==> config.mk <==
export PLATFORM = sky130hd
export DESIGN_NAME = cbt_core
export DESIGN_NICKNAME = d
export VERILOG_FILES = /design/src/core/cbt_pkg.sv /design/src/core/cbt_core.sv
export SDC_FILE = /design/constraint.sdc
export NUM_CORES = 1
export LEC_CHECK = 0
export BUFFER_PORTS_ARGS = -buffer_cell sky130_fd_sc_hd__buf_2
export CAP_MARGIN = 20
export CORE_AREA = 2 2 161 163
export CTS_BUF_LIST = sky130_fd_sc_hd__clkbuf_8 sky130_fd_sc_hd__clkbuf_16
export CTS_CLUSTER_SIZE = 20
export DETAILED_ROUTE_END_ITERATION = 10
export DIE_AREA = 0 0 163 165
export PLACE_DENSITY_LB_ADDON = 0.05
export SLEW_MARGIN = 10
export SYNTH_ARGS = -nofsm -noshare
export SYNTH_HDL_FRONTEND = slang
export SYNTH_SLANG_ARGS = --single-unit
export TNS_END_PERCENT = 50
==> constraint.sdc <==
create_clock -name mclk -period 6.2 [get_ports mclk]
set_input_delay 0.31 -clock mclk [delete_from_list [all_inputs] [get_ports mclk]]
set_output_delay 0.31 -clock mclk [all_outputs]
set_load 0.01 [all_outputs]
==> src/core/cbt_pkg.sv <==
package cbt_pkg;
	localparam int ADDR_W = 12;
	// Register byte offsets
	localparam logic [11:0] MASTER_CONTROL_OFS = 12'h000;
	localparam logic [11:0] MASTER_STATUS_OFS = 12'h004;
	localparam logic [11:0] BIT_TIMING_OFS = 12'h008;
	localparam logic [11:0] TIMER_OFS = 12'h00c;
	localparam logic [11:0] CAPABILITY_OFS = 12'h010;
	// master_control_reg fields
	localparam int MC_FREEZE_BIT = 0;
	localparam int MC_SLEEP_BIT = 1;
	localparam int MC_TTC_BIT = 2;
	localparam int MC_AWU_BIT = 3;
	localparam int MC_DBG_BIT = 4;
	localparam logic [31:0] MC_RESET = 32'h0000_0002;
	// master_status_reg fields
	localparam int MS_FREEZE_ACK_BIT = 0;
	localparam int MS_SLEEP_ACK_BIT = 1;
	localparam int MS_COMM_BIT = 2;
	localparam int MS_RX_BIT = 3;
	// bit_timing_reg fields
	localparam int BT_PRESC_LSB = 0;
	localparam int BT_SEG1_LSB = 16;
	localparam int BT_SEG2_LSB = 20;
	localparam int BT_SJW_LSB = 24;
	localparam int BT_LOOP_BIT = 30;
	localparam int BT_LISTEN_BIT = 31;
	localparam logic [31:0] BT_RESET = 32'h0000_0000;
	// Capability fields and values
	localparam int CAP_BANKS_LSB = 0;
	localparam int CAP_FIFOS_LSB = 8;
	localparam int CAP_DEPTH_LSB = 12;
	localparam int CAP_MBOX_LSB = 16;
	localparam int CAP_EXT_ID_BIT = 20;
	localparam logic [7:0] NUM_FILTER_BANKS = 8'h0e;
	localparam logic [3:0] NUM_RX_FIFOS = 4'h2;
	localparam logic [3:0] RX_FIFO_DEPTH = 4'h3;
	localparam logic [3:0] NUM_TX_MAILBOXES = 4'h3;
	// Recessive bits needed for bus idle
	localparam logic [3:0] IDLE_BITS = 4'hb;

	typedef enum logic [1:0] {MODE_SLEEP, MODE_FROZEN, MODE_SYNC, MODE_COMM} cbt_mode_e;
	typedef enum logic [1:0] {PH_SYNC, PH_SEG1, PH_SEG2} cbt_phase_e;

	typedef struct packed {
		logic listen_only_enable;
		logic loopback_enable;
		logic [1:0] resync_jump_width;
		logic [2:0] segment_two_length;
		logic [3:0] segment_one_length;
		logic [11:0] baud_prescaler;
	} cbt_timing_s;

	typedef struct packed {
		logic freeze_request;
		logic sleep_request;
		logic time_triggered_enable;
		logic auto_wakeup_enable;
		logic debug_pause_local;
	} cbt_ctrl_s;
endpackage

==> src/core/cbt_core.sv <==
// Decided for this implementation: the APB interface to the registers and the address map.
module cbt_core (
	input wire logic mclk,
	input wire logic arst_n,
	input wire logic psel,
	input wire logic penable,
	input wire logic pwrite,
	input wire logic [cbt_pkg::ADDR_W-1:0] paddr,
	input wire logic [31:0] pwdata,
	output logic [31:0] prdata,
	output logic pready,
	output logic pslverr,
	input wire logic bus_receive_pin,
	output logic bus_transmit_pin,
	input wire logic tx_bit,
	output logic rx_bit,
	output logic sample_pulse,
	output logic bit_start,
	output logic comm_active,
	output logic can_clk_en,
	output logic [15:0] timestamp,
	input wire logic debug_active,
	input wire logic debug_pause_system
);
	typedef struct packed {
		logic rx_meta;
		logic rx_sync;
		logic rx_prev;
		cbt_pkg::cbt_mode_e mode;
		cbt_pkg::cbt_phase_e phase;
		logic [11:0] tq_cnt;
		logic [4:0] seg_cnt;
		logic [2:0] seg_ext;
		logic [2:0] seg_short;
		logic resynced;
		logic [3:0] rec_cnt;
		logic [15:0] timer;
		logic [15:0] stamp;
		cbt_pkg::cbt_ctrl_s ctrl;
		cbt_pkg::cbt_timing_s timing;
		logic [31:0] prdata;
		logic pready;
		logic pslverr;
		logic tx_pin;
		logic rx_bit;
		logic sample;
		logic bit_start;
		logic clk_en;
		logic comm;
	} cbt_state_s;

	cbt_state_s st_q;
	cbt_state_s st_d;

	logic running;
	logic halt;
	logic rx_src;
	logic fall;
	logic idle;
	logic tq_tick;
	logic [2:0] sjw1;
	logic [4:0] len1;
	logic [4:0] len2_base;
	logic [4:0] len2;
	logic [4:0] remain;
	logic wr_hs;
	logic rd_acc;
	logic [31:0] mc_rd;
	logic [31:0] ms_rd;
	logic [31:0] cap_rd;

	always_comb begin
		halt = debug_active && (debug_pause_system || st_q.ctrl.debug_pause_local);
		running = ((st_q.mode == cbt_pkg::MODE_SYNC) || (st_q.mode == cbt_pkg::MODE_COMM)) && !halt;
		// Receive source by test mode
		if (st_q.timing.loopback_enable) begin
			rx_src = tx_bit;
		end else if (st_q.timing.listen_only_enable) begin
			rx_src = st_q.rx_sync && tx_bit;
		end else begin
			rx_src = st_q.rx_sync;
		end
		fall = st_q.rx_prev && !rx_src;
		idle = (st_q.rec_cnt == cbt_pkg::IDLE_BITS);
		tq_tick = (st_q.tq_cnt == st_q.timing.baud_prescaler);
		sjw1 = {1'b0, st_q.timing.resync_jump_width} + 3'h1;
		len1 = {1'b0, st_q.timing.segment_one_length} + 5'h01 + {2'b00, st_q.seg_ext};
		len2_base = {2'b00, st_q.timing.segment_two_length} + 5'h01;
		len2 = len2_base - {2'b00, st_q.seg_short};
		remain = len2_base - st_q.seg_cnt;
		wr_hs = psel && penable && st_q.pready && pwrite;
		rd_acc = psel && penable && !st_q.pready;
		mc_rd = 32'h0000_0000;
		mc_rd[cbt_pkg::MC_FREEZE_BIT] = st_q.ctrl.freeze_request;
		mc_rd[cbt_pkg::MC_SLEEP_BIT] = st_q.ctrl.sleep_request;
		mc_rd[cbt_pkg::MC_TTC_BIT] = st_q.ctrl.time_triggered_enable;
		mc_rd[cbt_pkg::MC_AWU_BIT] = st_q.ctrl.auto_wakeup_enable;
		mc_rd[cbt_pkg::MC_DBG_BIT] = st_q.ctrl.debug_pause_local;
		ms_rd = 32'h0000_0000;
		ms_rd[cbt_pkg::MS_FREEZE_ACK_BIT] = (st_q.mode == cbt_pkg::MODE_FROZEN);
		ms_rd[cbt_pkg::MS_SLEEP_ACK_BIT] = (st_q.mode == cbt_pkg::MODE_SLEEP);
		ms_rd[cbt_pkg::MS_COMM_BIT] = (st_q.mode == cbt_pkg::MODE_COMM);
		ms_rd[cbt_pkg::MS_RX_BIT] = st_q.rx_bit;
		cap_rd = 32'h0000_0000;
		cap_rd[cbt_pkg::CAP_BANKS_LSB +: 8] = cbt_pkg::NUM_FILTER_BANKS;
		cap_rd[cbt_pkg::CAP_FIFOS_LSB +: 4] = cbt_pkg::NUM_RX_FIFOS;
		cap_rd[cbt_pkg::CAP_DEPTH_LSB +: 4] = cbt_pkg::RX_FIFO_DEPTH;
		cap_rd[cbt_pkg::CAP_MBOX_LSB +: 4] = cbt_pkg::NUM_TX_MAILBOXES;
		cap_rd[cbt_pkg::CAP_EXT_ID_BIT] = 1'b1;
	end

	always_comb begin
		st_d = st_q;
		st_d.rx_meta = bus_receive_pin;
		st_d.rx_sync = st_q.rx_meta;
		st_d.rx_prev = rx_src;
		st_d.sample = 1'b0;
		st_d.bit_start = 1'b0;

		// Bit timing: quantum prescaler and segments
		if (running) begin
			if (fall && idle) begin
				// Start of frame: restart bit with the edge in sync segment
				st_d.phase = cbt_pkg::PH_SEG1;
				st_d.tq_cnt = 12'h000;
				st_d.seg_cnt = 5'h00;
				st_d.seg_ext = 3'h0;
				st_d.seg_short = 3'h0;
				st_d.resynced = 1'b0;
				st_d.rec_cnt = 4'h0;
				st_d.stamp = st_q.timer;
			end else if (fall && !st_q.resynced && st_q.phase == cbt_pkg::PH_SEG1) begin
				// Late edge: lengthen segment one, bounded by jump width
				st_d.resynced = 1'b1;
				st_d.seg_ext = (st_q.seg_cnt < {2'b00, sjw1}) ? st_q.seg_cnt[2:0] : sjw1;
			end else if (fall && !st_q.resynced && st_q.phase == cbt_pkg::PH_SEG2) begin
				// Early edge: shorten segment two or end the bit here
				if (remain <= {2'b00, sjw1}) begin
					st_d.phase = cbt_pkg::PH_SEG1;
					st_d.tq_cnt = 12'h000;
					st_d.seg_cnt = 5'h00;
					st_d.seg_ext = 3'h0;
					st_d.seg_short = 3'h0;
					st_d.resynced = 1'b1;
					st_d.bit_start = 1'b1;
					if (st_q.ctrl.time_triggered_enable) begin
						st_d.timer = st_q.timer + 16'h0001;
					end
				end else begin
					st_d.seg_short = sjw1;
					st_d.resynced = 1'b1;
				end
			end else if (tq_tick) begin
				st_d.tq_cnt = 12'h000;
				case (st_q.phase)
					cbt_pkg::PH_SYNC: begin
						st_d.phase = cbt_pkg::PH_SEG1;
						st_d.seg_cnt = 5'h00;
					end
					cbt_pkg::PH_SEG1: begin
						if (st_q.seg_cnt == len1 - 5'h01) begin
							st_d.phase = cbt_pkg::PH_SEG2;
							st_d.seg_cnt = 5'h00;
							st_d.sample = 1'b1;
							st_d.rx_bit = rx_src;
							if (!rx_src) begin
								st_d.rec_cnt = 4'h0;
							end else if (!idle) begin
								st_d.rec_cnt = st_q.rec_cnt + 4'h1;
							end
						end else begin
							st_d.seg_cnt = st_q.seg_cnt + 5'h01;
						end
					end
					cbt_pkg::PH_SEG2: begin
						if (st_q.seg_cnt >= len2 - 5'h01) begin
							st_d.phase = cbt_pkg::PH_SYNC;
							st_d.seg_cnt = 5'h00;
							st_d.seg_ext = 3'h0;
							st_d.seg_short = 3'h0;
							st_d.resynced = 1'b0;
							st_d.bit_start = 1'b1;
							if (st_q.ctrl.time_triggered_enable) begin
								st_d.timer = st_q.timer + 16'h0001;
							end
						end else begin
							st_d.seg_cnt = st_q.seg_cnt + 5'h01;
						end
					end
					default: begin
						st_d.phase = cbt_pkg::PH_SYNC;
					end
				endcase
			end else begin
				st_d.tq_cnt = st_q.tq_cnt + 12'h001;
			end
		end

		// Operating mode sequencing
		case (st_q.mode)
			cbt_pkg::MODE_SLEEP: begin
				if (st_q.ctrl.auto_wakeup_enable && fall) begin
					st_d.ctrl.sleep_request = 1'b0;
				end
				if (!st_q.ctrl.sleep_request) begin
					st_d.mode = st_q.ctrl.freeze_request ? cbt_pkg::MODE_FROZEN
						: cbt_pkg::MODE_SYNC;
				end
			end
			cbt_pkg::MODE_FROZEN: begin
				if (st_q.ctrl.sleep_request && !st_q.ctrl.freeze_request) begin
					st_d.mode = cbt_pkg::MODE_SLEEP;
				end else if (!st_q.ctrl.freeze_request && !st_q.ctrl.sleep_request) begin
					st_d.mode = cbt_pkg::MODE_SYNC;
				end
			end
			cbt_pkg::MODE_SYNC: begin
				if (st_q.ctrl.freeze_request) begin
					st_d.mode = cbt_pkg::MODE_FROZEN;
				end else if (st_q.ctrl.sleep_request) begin
					st_d.mode = cbt_pkg::MODE_SLEEP;
				end else if (idle) begin
					st_d.mode = cbt_pkg::MODE_COMM;
				end
			end
			cbt_pkg::MODE_COMM: begin
				if (idle && st_q.ctrl.freeze_request) begin
					st_d.mode = cbt_pkg::MODE_FROZEN;
				end else if (idle && st_q.ctrl.sleep_request) begin
					st_d.mode = cbt_pkg::MODE_SLEEP;
				end
			end
			default: begin
				st_d.mode = cbt_pkg::MODE_SLEEP;
			end
		endcase
		if (st_d.mode != cbt_pkg::MODE_SYNC && st_d.mode != cbt_pkg::MODE_COMM) begin
			// Bit timing restarts from a clean bit on the next synchronisation
			st_d.phase = cbt_pkg::PH_SYNC;
			st_d.tq_cnt = 12'h000;
			st_d.seg_cnt = 5'h00;
			st_d.seg_ext = 3'h0;
			st_d.seg_short = 3'h0;
			st_d.resynced = 1'b0;
			st_d.rec_cnt = 4'h0;
			st_d.rx_bit = 1'b1;
		end
		st_d.clk_en = (st_d.mode != cbt_pkg::MODE_SLEEP);
		st_d.comm = (st_d.mode == cbt_pkg::MODE_COMM);
		if (st_d.mode == cbt_pkg::MODE_COMM && !st_q.timing.listen_only_enable) begin
			st_d.tx_pin = tx_bit;
		end else begin
			st_d.tx_pin = 1'b1;
		end

		// APB slave, one wait state
		st_d.pready = rd_acc;
		if (rd_acc) begin
			st_d.pslverr = 1'b0;
			case (paddr)
				cbt_pkg::MASTER_CONTROL_OFS: st_d.prdata = mc_rd;
				cbt_pkg::MASTER_STATUS_OFS: st_d.prdata = ms_rd;
				cbt_pkg::BIT_TIMING_OFS: st_d.prdata = {st_q.timing.listen_only_enable,
					st_q.timing.loopback_enable, 4'h0, st_q.timing.resync_jump_width,
					1'b0, st_q.timing.segment_two_length, st_q.timing.segment_one_length,
					4'h0, st_q.timing.baud_prescaler};
				cbt_pkg::TIMER_OFS: st_d.prdata = {st_q.stamp, st_q.timer};
				cbt_pkg::CAPABILITY_OFS: st_d.prdata = cap_rd;
				default: begin
					st_d.prdata = 32'h0000_0000;
					st_d.pslverr = 1'b1;
				end
			endcase
		end else if (!st_q.pready) begin
			st_d.prdata = 32'h0000_0000;
			st_d.pslverr = 1'b0;
		end
		if (wr_hs && paddr == cbt_pkg::MASTER_CONTROL_OFS) begin
			// Software write lands after any hardware clear, so a set wins
			st_d.ctrl.freeze_request = pwdata[cbt_pkg::MC_FREEZE_BIT];
			st_d.ctrl.sleep_request = pwdata[cbt_pkg::MC_SLEEP_BIT];
			st_d.ctrl.time_triggered_enable = pwdata[cbt_pkg::MC_TTC_BIT];
			st_d.ctrl.auto_wakeup_enable = pwdata[cbt_pkg::MC_AWU_BIT];
			st_d.ctrl.debug_pause_local = pwdata[cbt_pkg::MC_DBG_BIT];
		end
		if (wr_hs && paddr == cbt_pkg::BIT_TIMING_OFS && st_q.mode == cbt_pkg::MODE_FROZEN) begin
			st_d.timing.baud_prescaler = pwdata[cbt_pkg::BT_PRESC_LSB +: 12];
			st_d.timing.segment_one_length = pwdata[cbt_pkg::BT_SEG1_LSB +: 4];
			st_d.timing.segment_two_length = pwdata[cbt_pkg::BT_SEG2_LSB +: 3];
			st_d.timing.resync_jump_width = pwdata[cbt_pkg::BT_SJW_LSB +: 2];
			st_d.timing.loopback_enable = pwdata[cbt_pkg::BT_LOOP_BIT];
			st_d.timing.listen_only_enable = pwdata[cbt_pkg::BT_LISTEN_BIT];
		end
	end

	always_ff @(posedge mclk or negedge arst_n) begin
		if (!arst_n) begin
			st_q <= '0;
			st_q.rx_meta <= 1'b1;
			st_q.rx_sync <= 1'b1;
			st_q.rx_prev <= 1'b1;
			st_q.mode <= cbt_pkg::MODE_SLEEP;
			st_q.phase <= cbt_pkg::PH_SYNC;
			st_q.ctrl.freeze_request <= cbt_pkg::MC_RESET[cbt_pkg::MC_FREEZE_BIT];
			st_q.ctrl.sleep_request <= cbt_pkg::MC_RESET[cbt_pkg::MC_SLEEP_BIT];
			st_q.ctrl.time_triggered_enable <= cbt_pkg::MC_RESET[cbt_pkg::MC_TTC_BIT];
			st_q.ctrl.auto_wakeup_enable <= cbt_pkg::MC_RESET[cbt_pkg::MC_AWU_BIT];
			st_q.ctrl.debug_pause_local <= cbt_pkg::MC_RESET[cbt_pkg::MC_DBG_BIT];
			st_q.timing.listen_only_enable <= cbt_pkg::BT_RESET[cbt_pkg::BT_LISTEN_BIT];
			st_q.timing.loopback_enable <= cbt_pkg::BT_RESET[cbt_pkg::BT_LOOP_BIT];
			st_q.timing.resync_jump_width <= cbt_pkg::BT_RESET[cbt_pkg::BT_SJW_LSB +: 2];
			st_q.timing.segment_two_length <= cbt_pkg::BT_RESET[cbt_pkg::BT_SEG2_LSB +: 3];
			st_q.timing.segment_one_length <= cbt_pkg::BT_RESET[cbt_pkg::BT_SEG1_LSB +: 4];
			st_q.timing.baud_prescaler <= cbt_pkg::BT_RESET[cbt_pkg::BT_PRESC_LSB +: 12];
			st_q.tx_pin <= 1'b1;
			st_q.rx_bit <= 1'b1;
		end else begin
			st_q <= st_d;
		end
	end

	// Guards on bit timing and mode sequencing
	AST_TQ_BOUND: assert property (@(posedge mclk) disable iff (!arst_n)
		st_q.tq_cnt <= st_q.timing.baud_prescaler)
		else $error("Quantum counter beyond prescaler");
	AST_SAMPLE_POINT: assert property (@(posedge mclk) disable iff (!arst_n)
		st_q.sample |-> st_q.phase == cbt_pkg::PH_SEG2)
		else $error("Sample pulse outside segment boundary");
	AST_JUMP_WIDTH: assert property (@(posedge mclk) disable iff (!arst_n)
		st_q.seg_ext <= sjw1 && st_q.seg_short <= sjw1)
		else $error("Phase correction beyond jump width");
	AST_SLEEP_CLOCK: assert property (@(posedge mclk) disable iff (!arst_n)
		st_q.mode == cbt_pkg::MODE_SLEEP |-> !st_q.clk_en)
		else $error("Clock enabled in sleep");
	AST_COMM_AFTER_IDLE: assert property (@(posedge mclk) disable iff (!arst_n)
		$rose(st_q.comm) |-> $past(st_q.rec_cnt) == cbt_pkg::IDLE_BITS)
		else $error("Communication entered without bus idle");
	AST_FROZEN_SILENT: assert property (@(posedge mclk) disable iff (!arst_n)
		st_q.mode == cbt_pkg::MODE_FROZEN |-> st_q.tx_pin && st_q.rx_bit)
		else $error("Frozen node drives the bus");
	AST_REQ_WAITS: assert property (@(posedge mclk) disable iff (!arst_n)
		st_q.mode == cbt_pkg::MODE_COMM && !idle |=> st_q.mode == cbt_pkg::MODE_COMM)
		else $error("Mode left during transmission");
	AST_LISTEN_RECESSIVE: assert property (@(posedge mclk) disable iff (!arst_n)
		st_q.timing.listen_only_enable |-> st_q.tx_pin)
		else $error("Listen-only node drives dominant");

	assign prdata = st_q.prdata;
	assign pready = st_q.pready;
	assign pslverr = st_q.pslverr;
	assign bus_transmit_pin = st_q.tx_pin;
	assign rx_bit = st_q.rx_bit;
	assign sample_pulse = st_q.sample;
	assign bit_start = st_q.bit_start;
	assign comm_active = st_q.comm;
	assign can_clk_en = st_q.clk_en;
	assign timestamp = st_q.stamp;
endmodule // cbt_core

==> flow_summary.toml, run 1 <==
[run_status]
status = "finished with violations"
failed_checks = "negative hold slack"

[drt]
num_vias = 5504
dr.pass1.iters = 4
wirelength_mm = 20.5
wire_per_inst_microns = 18.4
drtIter0Drc = 268
vias_per_cell = 4.93
drc = 0
postRouteAntennaNets = 0

[worst_setup_path]
worstPathRequired_ps = 6550
reg2regPathDepth = 12
worst-path-max-fanout = 16
cp_data_arrival_time_ps = 4100
startpoint_type = "flip-flop"
crit_path_end_kind = "flip-flop"
crit_type = "reg2reg"

[floorplanning]
fp.dieW_microns = 163
core_area_sq_um = 25000
io_pins = 109
dieArea_sq_um = 26900
row_count = 58
initial_core_util_pct = 29.8
die_h_microns = 165

[timing]
slew_violations = 0
slew-limit-headroom_pct = 37.9
setup_viol = 0
rsz0062_at_grt = "no"
hold_ws_ps = -42.9
clock.fmax_mhz = 266
fin_crit_sh_pct = 60.6
worst_pin_slew_ps = 929
fin_skew_ps = 8.33
hold_viol_final = 12
totalNegativeSetupSlack_ps = 0
finalCriticalPeriod_ps = 3760

[placement]
dpl.hpwl_mm = 15.2
dp_cells = 1083
routabilityCongestion = 0.828
port_buffers = 99

[cells_and_area]
multi_input_area_sq_um = 3500
drive_gt1_share_pct = 27.2
nets = 859
n_fill_cell = 2565
diodes = 0
regArea_sq_um = 3390
area_delta_synth_final_pct = 14.8
final_core_util_pct = 34.2
layout.cells.non_filler = 1116

[yosys]
ys.flop_type = "dfrtp_1"
ys_ff_latch = 135
yosysUniqueCellTypes = 73
async_flop_share_pct = 100
ys_seq_area_share_pct = 45.4
syn_inst = 723
synthesis.area_sq_um = 7460
syn-num-nets = 809
synth_edf_count = 0
ys.warnings.count = 0
syn_area_per_cell_sq_um = 10.3

[clock_network]
cts_buffer_depth = 2
cts_buffers = 17
cts_setup_buffers = 0
cts_htree_levels = 4
clk_latency_ps = 420
cts.sinks = 135
clk_pin_slew_ps = 60
cts_root_buf = "clkbuf_16"
cts_tree = "yes"

[global_routing]
grt_use_met3_pct = 3.16
grtUsageTotal_pct = 15.9
grtUsageMet1_pct = 20.8
grt_pass1_vias = 5623
grt_busiest_layer = "met2"
grt_overflow_total = 0
use_met2_pct = 27.1
grt_pass1_wl_mm = 32.5
antenna_found_initial = 0
grt_max_degree = 95

[power]
pwr-share-comb_pct = 11.8
power.density_nw_per_um2 = 261
p_total_mw = 2.23
leakage_nw = 4.07
power.internal_mw = 1.61
irDropWorstVdd_uv = 133
p_clk_share_pct = 46.3
switchingPower_mw = 0.626
seqPwrFrac_pct = 42.0
p_sw_share_pct = 28.0

[min_path]
hold_class = "in2async"

[run]
cap_violations = 0
stage by stage:
stage          instance area, sq um  hold WS (ps)  setup WS [ps]
4_1_cts                        8560          28.3           2350
5_1_grt                        8560          24.9           2150
3_3_place_gp                   7960           346           2420
2_1_floorplan                  7460          14.4           3040
3_5_place_dp                   7960           348           2370
6_report                       8560         -42.9           2440
per-layer routing:
layer	vias up	part of all wire (%)
met3	17	3.4
met2	104	49
met1	2743	46
met5	-	0
met4	0	0.99
li1	2640	-
cells in the mapped netlist (all sizes together) (4+ instances only):
cell type	count	area share (%)
dfrtp	129	43
nand2	74	3.8
o21ai	64	4.3
buf	57	5.5
mux2	48	7.3
nor2	32	1.6
ha	30	5.0
inv	30	1.5
xor2	29	3.4
nand3	27	1.8
a21oi	19	1.3
clkbuf	19	0.96
nor3	15	1.1
a22oi	14	1.4
a22o	11	1.3
nor4	10	1.5
and3	9	0.77
a221oi	8	0.94
a211oi	7	0.77
o211ai	7	0.96
xnor2	7	0.82
dfstp	6	2.1
nand2b	6	0.50
o21a	6	0.60
nor2b	5	0.42
o31ai	5	0.50
a21o	4	0.42
a31oi	4	0.62
and2	4	0.34
mux2i	4	0.54
critical path, stage by stage, from the launching register on:
cell	delay, ps
dfrtp_1	480
ha_1	430
inv_1	80
fa_1	420
xor2_1	180
ha_1	310
a21o_1	120
a31oi_1	40
o21ai_0	480
o2111a_2	360
o211ai_4	190
nor4_1	410
xor2_1	170
final timing paths:
| path | start | end | slack (ps) |
|---|---|---|---|
| setup reg to reg | st_q[56] | flip-flop | 2440 |
| max in group asynchronous | arst_n | st_q[125] | 5110 |
| setup / recovery | st_q[56] | flip-flop | 2440 |
| hold / removal | arst_n | prdata[22] | -40 |
| min in group mclk | tx_bit | bus_transmit_pin | 90 |
| hold reg to reg | st_d[133] | st_q[133] | 360 |
layout by cell type (no fill, tap or decap), types with 7 or more instances in the layout:
cell       synthesis  layout
dfrtp_1          129     129
buf_2              5      98
nand2_1           73      73
o21ai_0           57      56
mux2_2            46      46
nor2_1            32      32
inv_1             29      30
ha_1              30      30
xor2_1            29      29
nand3_1           27      27
a21oi_1           19      19
clkbuf_16          0      17
a22oi_1           14      14
nor3_1            14      13
a22o_1            11      11
and3_1             8       8
o21ai_1            7       8
a221oi_1           8       8
xnor2_1            7       7
buf_4             48       7
power groups by stage:
| stage | sequential [mW] | clock (mW) | combinational, mW |
|---|---|---|---|
| after floorplan | 0.948 | 0 | 0.165 |
| after global placement | 0.951 | 0 | 0.267 |
| after detailed placement | 0.953 | 0 | 0.266 |
| after CTS | 0.937 | 1.06 | 0.268 |
| after global routing | 0.941 | 1.10 | 0.296 |
| final | 0.937 | 1.03 | 0.263 |
logic make-up after synthesis:
kind of cell	after synthesis	share of synthesized area, %
simple gates	192	12.8
compound gates	167	15.4
flops	135	45.4
buf+inv	106	7.93
mux	53	8.13
xor+xnor	37	4.53
fa+ha+maj	33	5.84
cell type report:
class,count,area share [%]
multi-input cells,482,40.8
flip-flops and latches,135,39.5
repair buffers,107,6.59
clock buffers,18,5.13
well taps,330,4.82
clock inverters,14,1.75
inverters,30,1.32
repair_timing:
item                                   4_1_cts  5_1_grt
hold buffers                                 1        0
resized for setup                            0        0
endpoints found under the hold margin        1        0
Note: power is estimated with default switching activity, not from simulation.
==> run 2: changes to the inputs <==
- clock period: 6.2 -> 3.1 ns (I/O delays scaled with it)
==> flow_summary.toml, run 2 (synthesized netlist as in run 1, its figures left out) <==
[run_status]
status = "finished with violations"
failed_checks = "negative setup slack"

[worst_setup_path]
cp_data_arrival_time_ps = 3430
startpoint_type = "flip-flop"
crit_path_end_kind = "flip-flop"
crit_type = "reg2reg"
worstPathRequired_ps = 3400
worst-path-max-fanout = 4

[cells_and_area]
fin_area_sq_um = 9520
final_common_cell = "dfrtp_1"
final_cell_mix = "dfrtp_1, buf_2, nand2_1, mux2_2, o21ai_0"
final_core_util_pct = 38.0
area_delta_synth_final_pct = 27.6
diodes = 0
nets = 924
drive_gt1_share_pct = 35.4

[floorplanning]
io_pins = 109
row_count = 58
initial_core_util_pct = 29.8
core_area_sq_um = 25000
dieArea_sq_um = 26900
die_h_microns = 165
fp.dieW_microns = 163

[placement]
placed_area_sq_um = 8240
port_buffers = 99
dpl.hpwl_mm = 15.8
routabilityCongestion = 0.828

[timing]
hold_viol_final = 0
worst_pin_slew_ps = 749
rsz0062_at_grt = "yes"
fin_skew_ps = 9.03
clock.fmax_mhz = 319
setup_slack_ps = -36.4
totalNegativeSetupSlack_ps = -36.4
finalCriticalPeriod_ps = 3140
setup_viol = 1
slew_violations = 0
fin_crit_sh_pct = 101
slew-limit-headroom_pct = 50.1

[run]
cap_violations = 0

[power]
p_sw_share_pct = 27.7
leakage_nw = 4.53
seqPwrFrac_pct = 39.2
irDropWorstVdd_uv = 263
switchingPower_mw = 1.33
p_total_mw = 4.79
power.internal_mw = 3.46
p_clk_share_pct = 44.1
pwr-share-comb_pct = 16.7
power.density_nw_per_um2 = 503

[global_routing]
grt_overflow_total = 0
grtUsageTotal_pct = 16.7
grt_pass1_vias = 5875
grt_max_degree = 61
grt_pass1_wl_mm = 34.1
antenna_found_initial = 0

[drt]
drc = 0
postRouteAntennaNets = 0
num_vias = 5767
drtIter0Drc = 290
wire_per_inst_microns = 18.2
vias_per_cell = 4.89
dr.pass1.iters = 5
wirelength_mm = 21.5

[clock_network]
cts_root_buf = "clkbuf_16"
cts_htree_levels = 4
clk_pin_slew_ps = 60
cts_buffers = 17
cts_buffer_depth = 2
clk_latency_ps = 410
cts.sinks = 135
cts_tree = "yes"

[min_path]
hold_class = "in2reg"
==> run 2: changes by cell type in the layout (fill, tap and decap cells not counted), sizes merged <==
cell / change
bufinv: +1
clkinvlp: -2
buf: +43
dlygate4sd3: +21
clkinv: +1
o211ai: +1
clkbuf: -1
==> run 2: path summary, 6_finish.rpt <==
path | start | endpoint | slack, ps | cells past startpoint
worst max-delay path | st_q[56] | st_q[128] | -40 | 11
max in group asynchronous | arst_n | rx_bit | 1980 | 3
worst min-delay path | pwdata[3] | mc_rd[3] | 20 | 2
worst max register to register | st_q[56] | st_q[128] | -40 | 11
min in group asynchronous | arst_n | prdata[22] | 300 | 2
worst min register to register | st_d[133] | st_q[133] | 360 | 0
==> run 2: layer usage <==
layer	global-route usage (%)	part of all wire (%)
met5	0	0
met4	4.14	0.92
met3	2.86	3.4
met2	27.5	48
met1	22.7	47
==> run 2: repair_timing <==
action                     4_1_cts  5_1_grt
cloned                           1        0
pin swaps                       18       23
setup endpoints to repair       41       38
hold endpoints to repair        76        0
buffers inserted                 6        5
gates resized for setup         31       47
hold buffers                    22        0
==> run 2: power by group through the flow <==
stage	combinational (mW)	clock (mW)	sequential, mW
6_report	0.799	2.11	1.88
5_1_grt	0.879	2.25	1.88
4_1_cts	0.723	2.17	1.88
3_5_place_dp	0.637	0	1.91
3_3_place_gp	0.642	0	1.91
2_1_floorplan	0.331	0	1.90
==> run 2: through the flow <==
step	hold WS, ps	cells	setup WS (ps)
3_3_place_gp	177	1116	-211
3_5_place_dp	179	1116	-219
5_1_grt	9.87	1180	-107
2_1_floorplan	-141	723	18.3
6_report	17.8	1180	-36.4
4_1_cts	6.50	1176	-56.5
==> run 2: final cells by class <==
class                           instances  area [sq um]
Inverter                               30           113
Fill cell                            2494         15500
Multi-Input combinational cell        483          3840
Tap cell                              330           413
Sequential cell                       135          3390
Clock inverter                         14           175
Timing Repair Buffer                  171          1160
Clock buffer                           17           425
==> run 2: critical path, stage by stage (launching register included) <==
cell and delay [ps]:
dfrtp_2 440, ha_4 310, fa_1 450, ha_4 240
nor2b_4 120, o21ai_2 110, a32oi_2 70, buf_4 170
or4_4 570, nand2_4 110, nand4_4 110, mux2_4 320
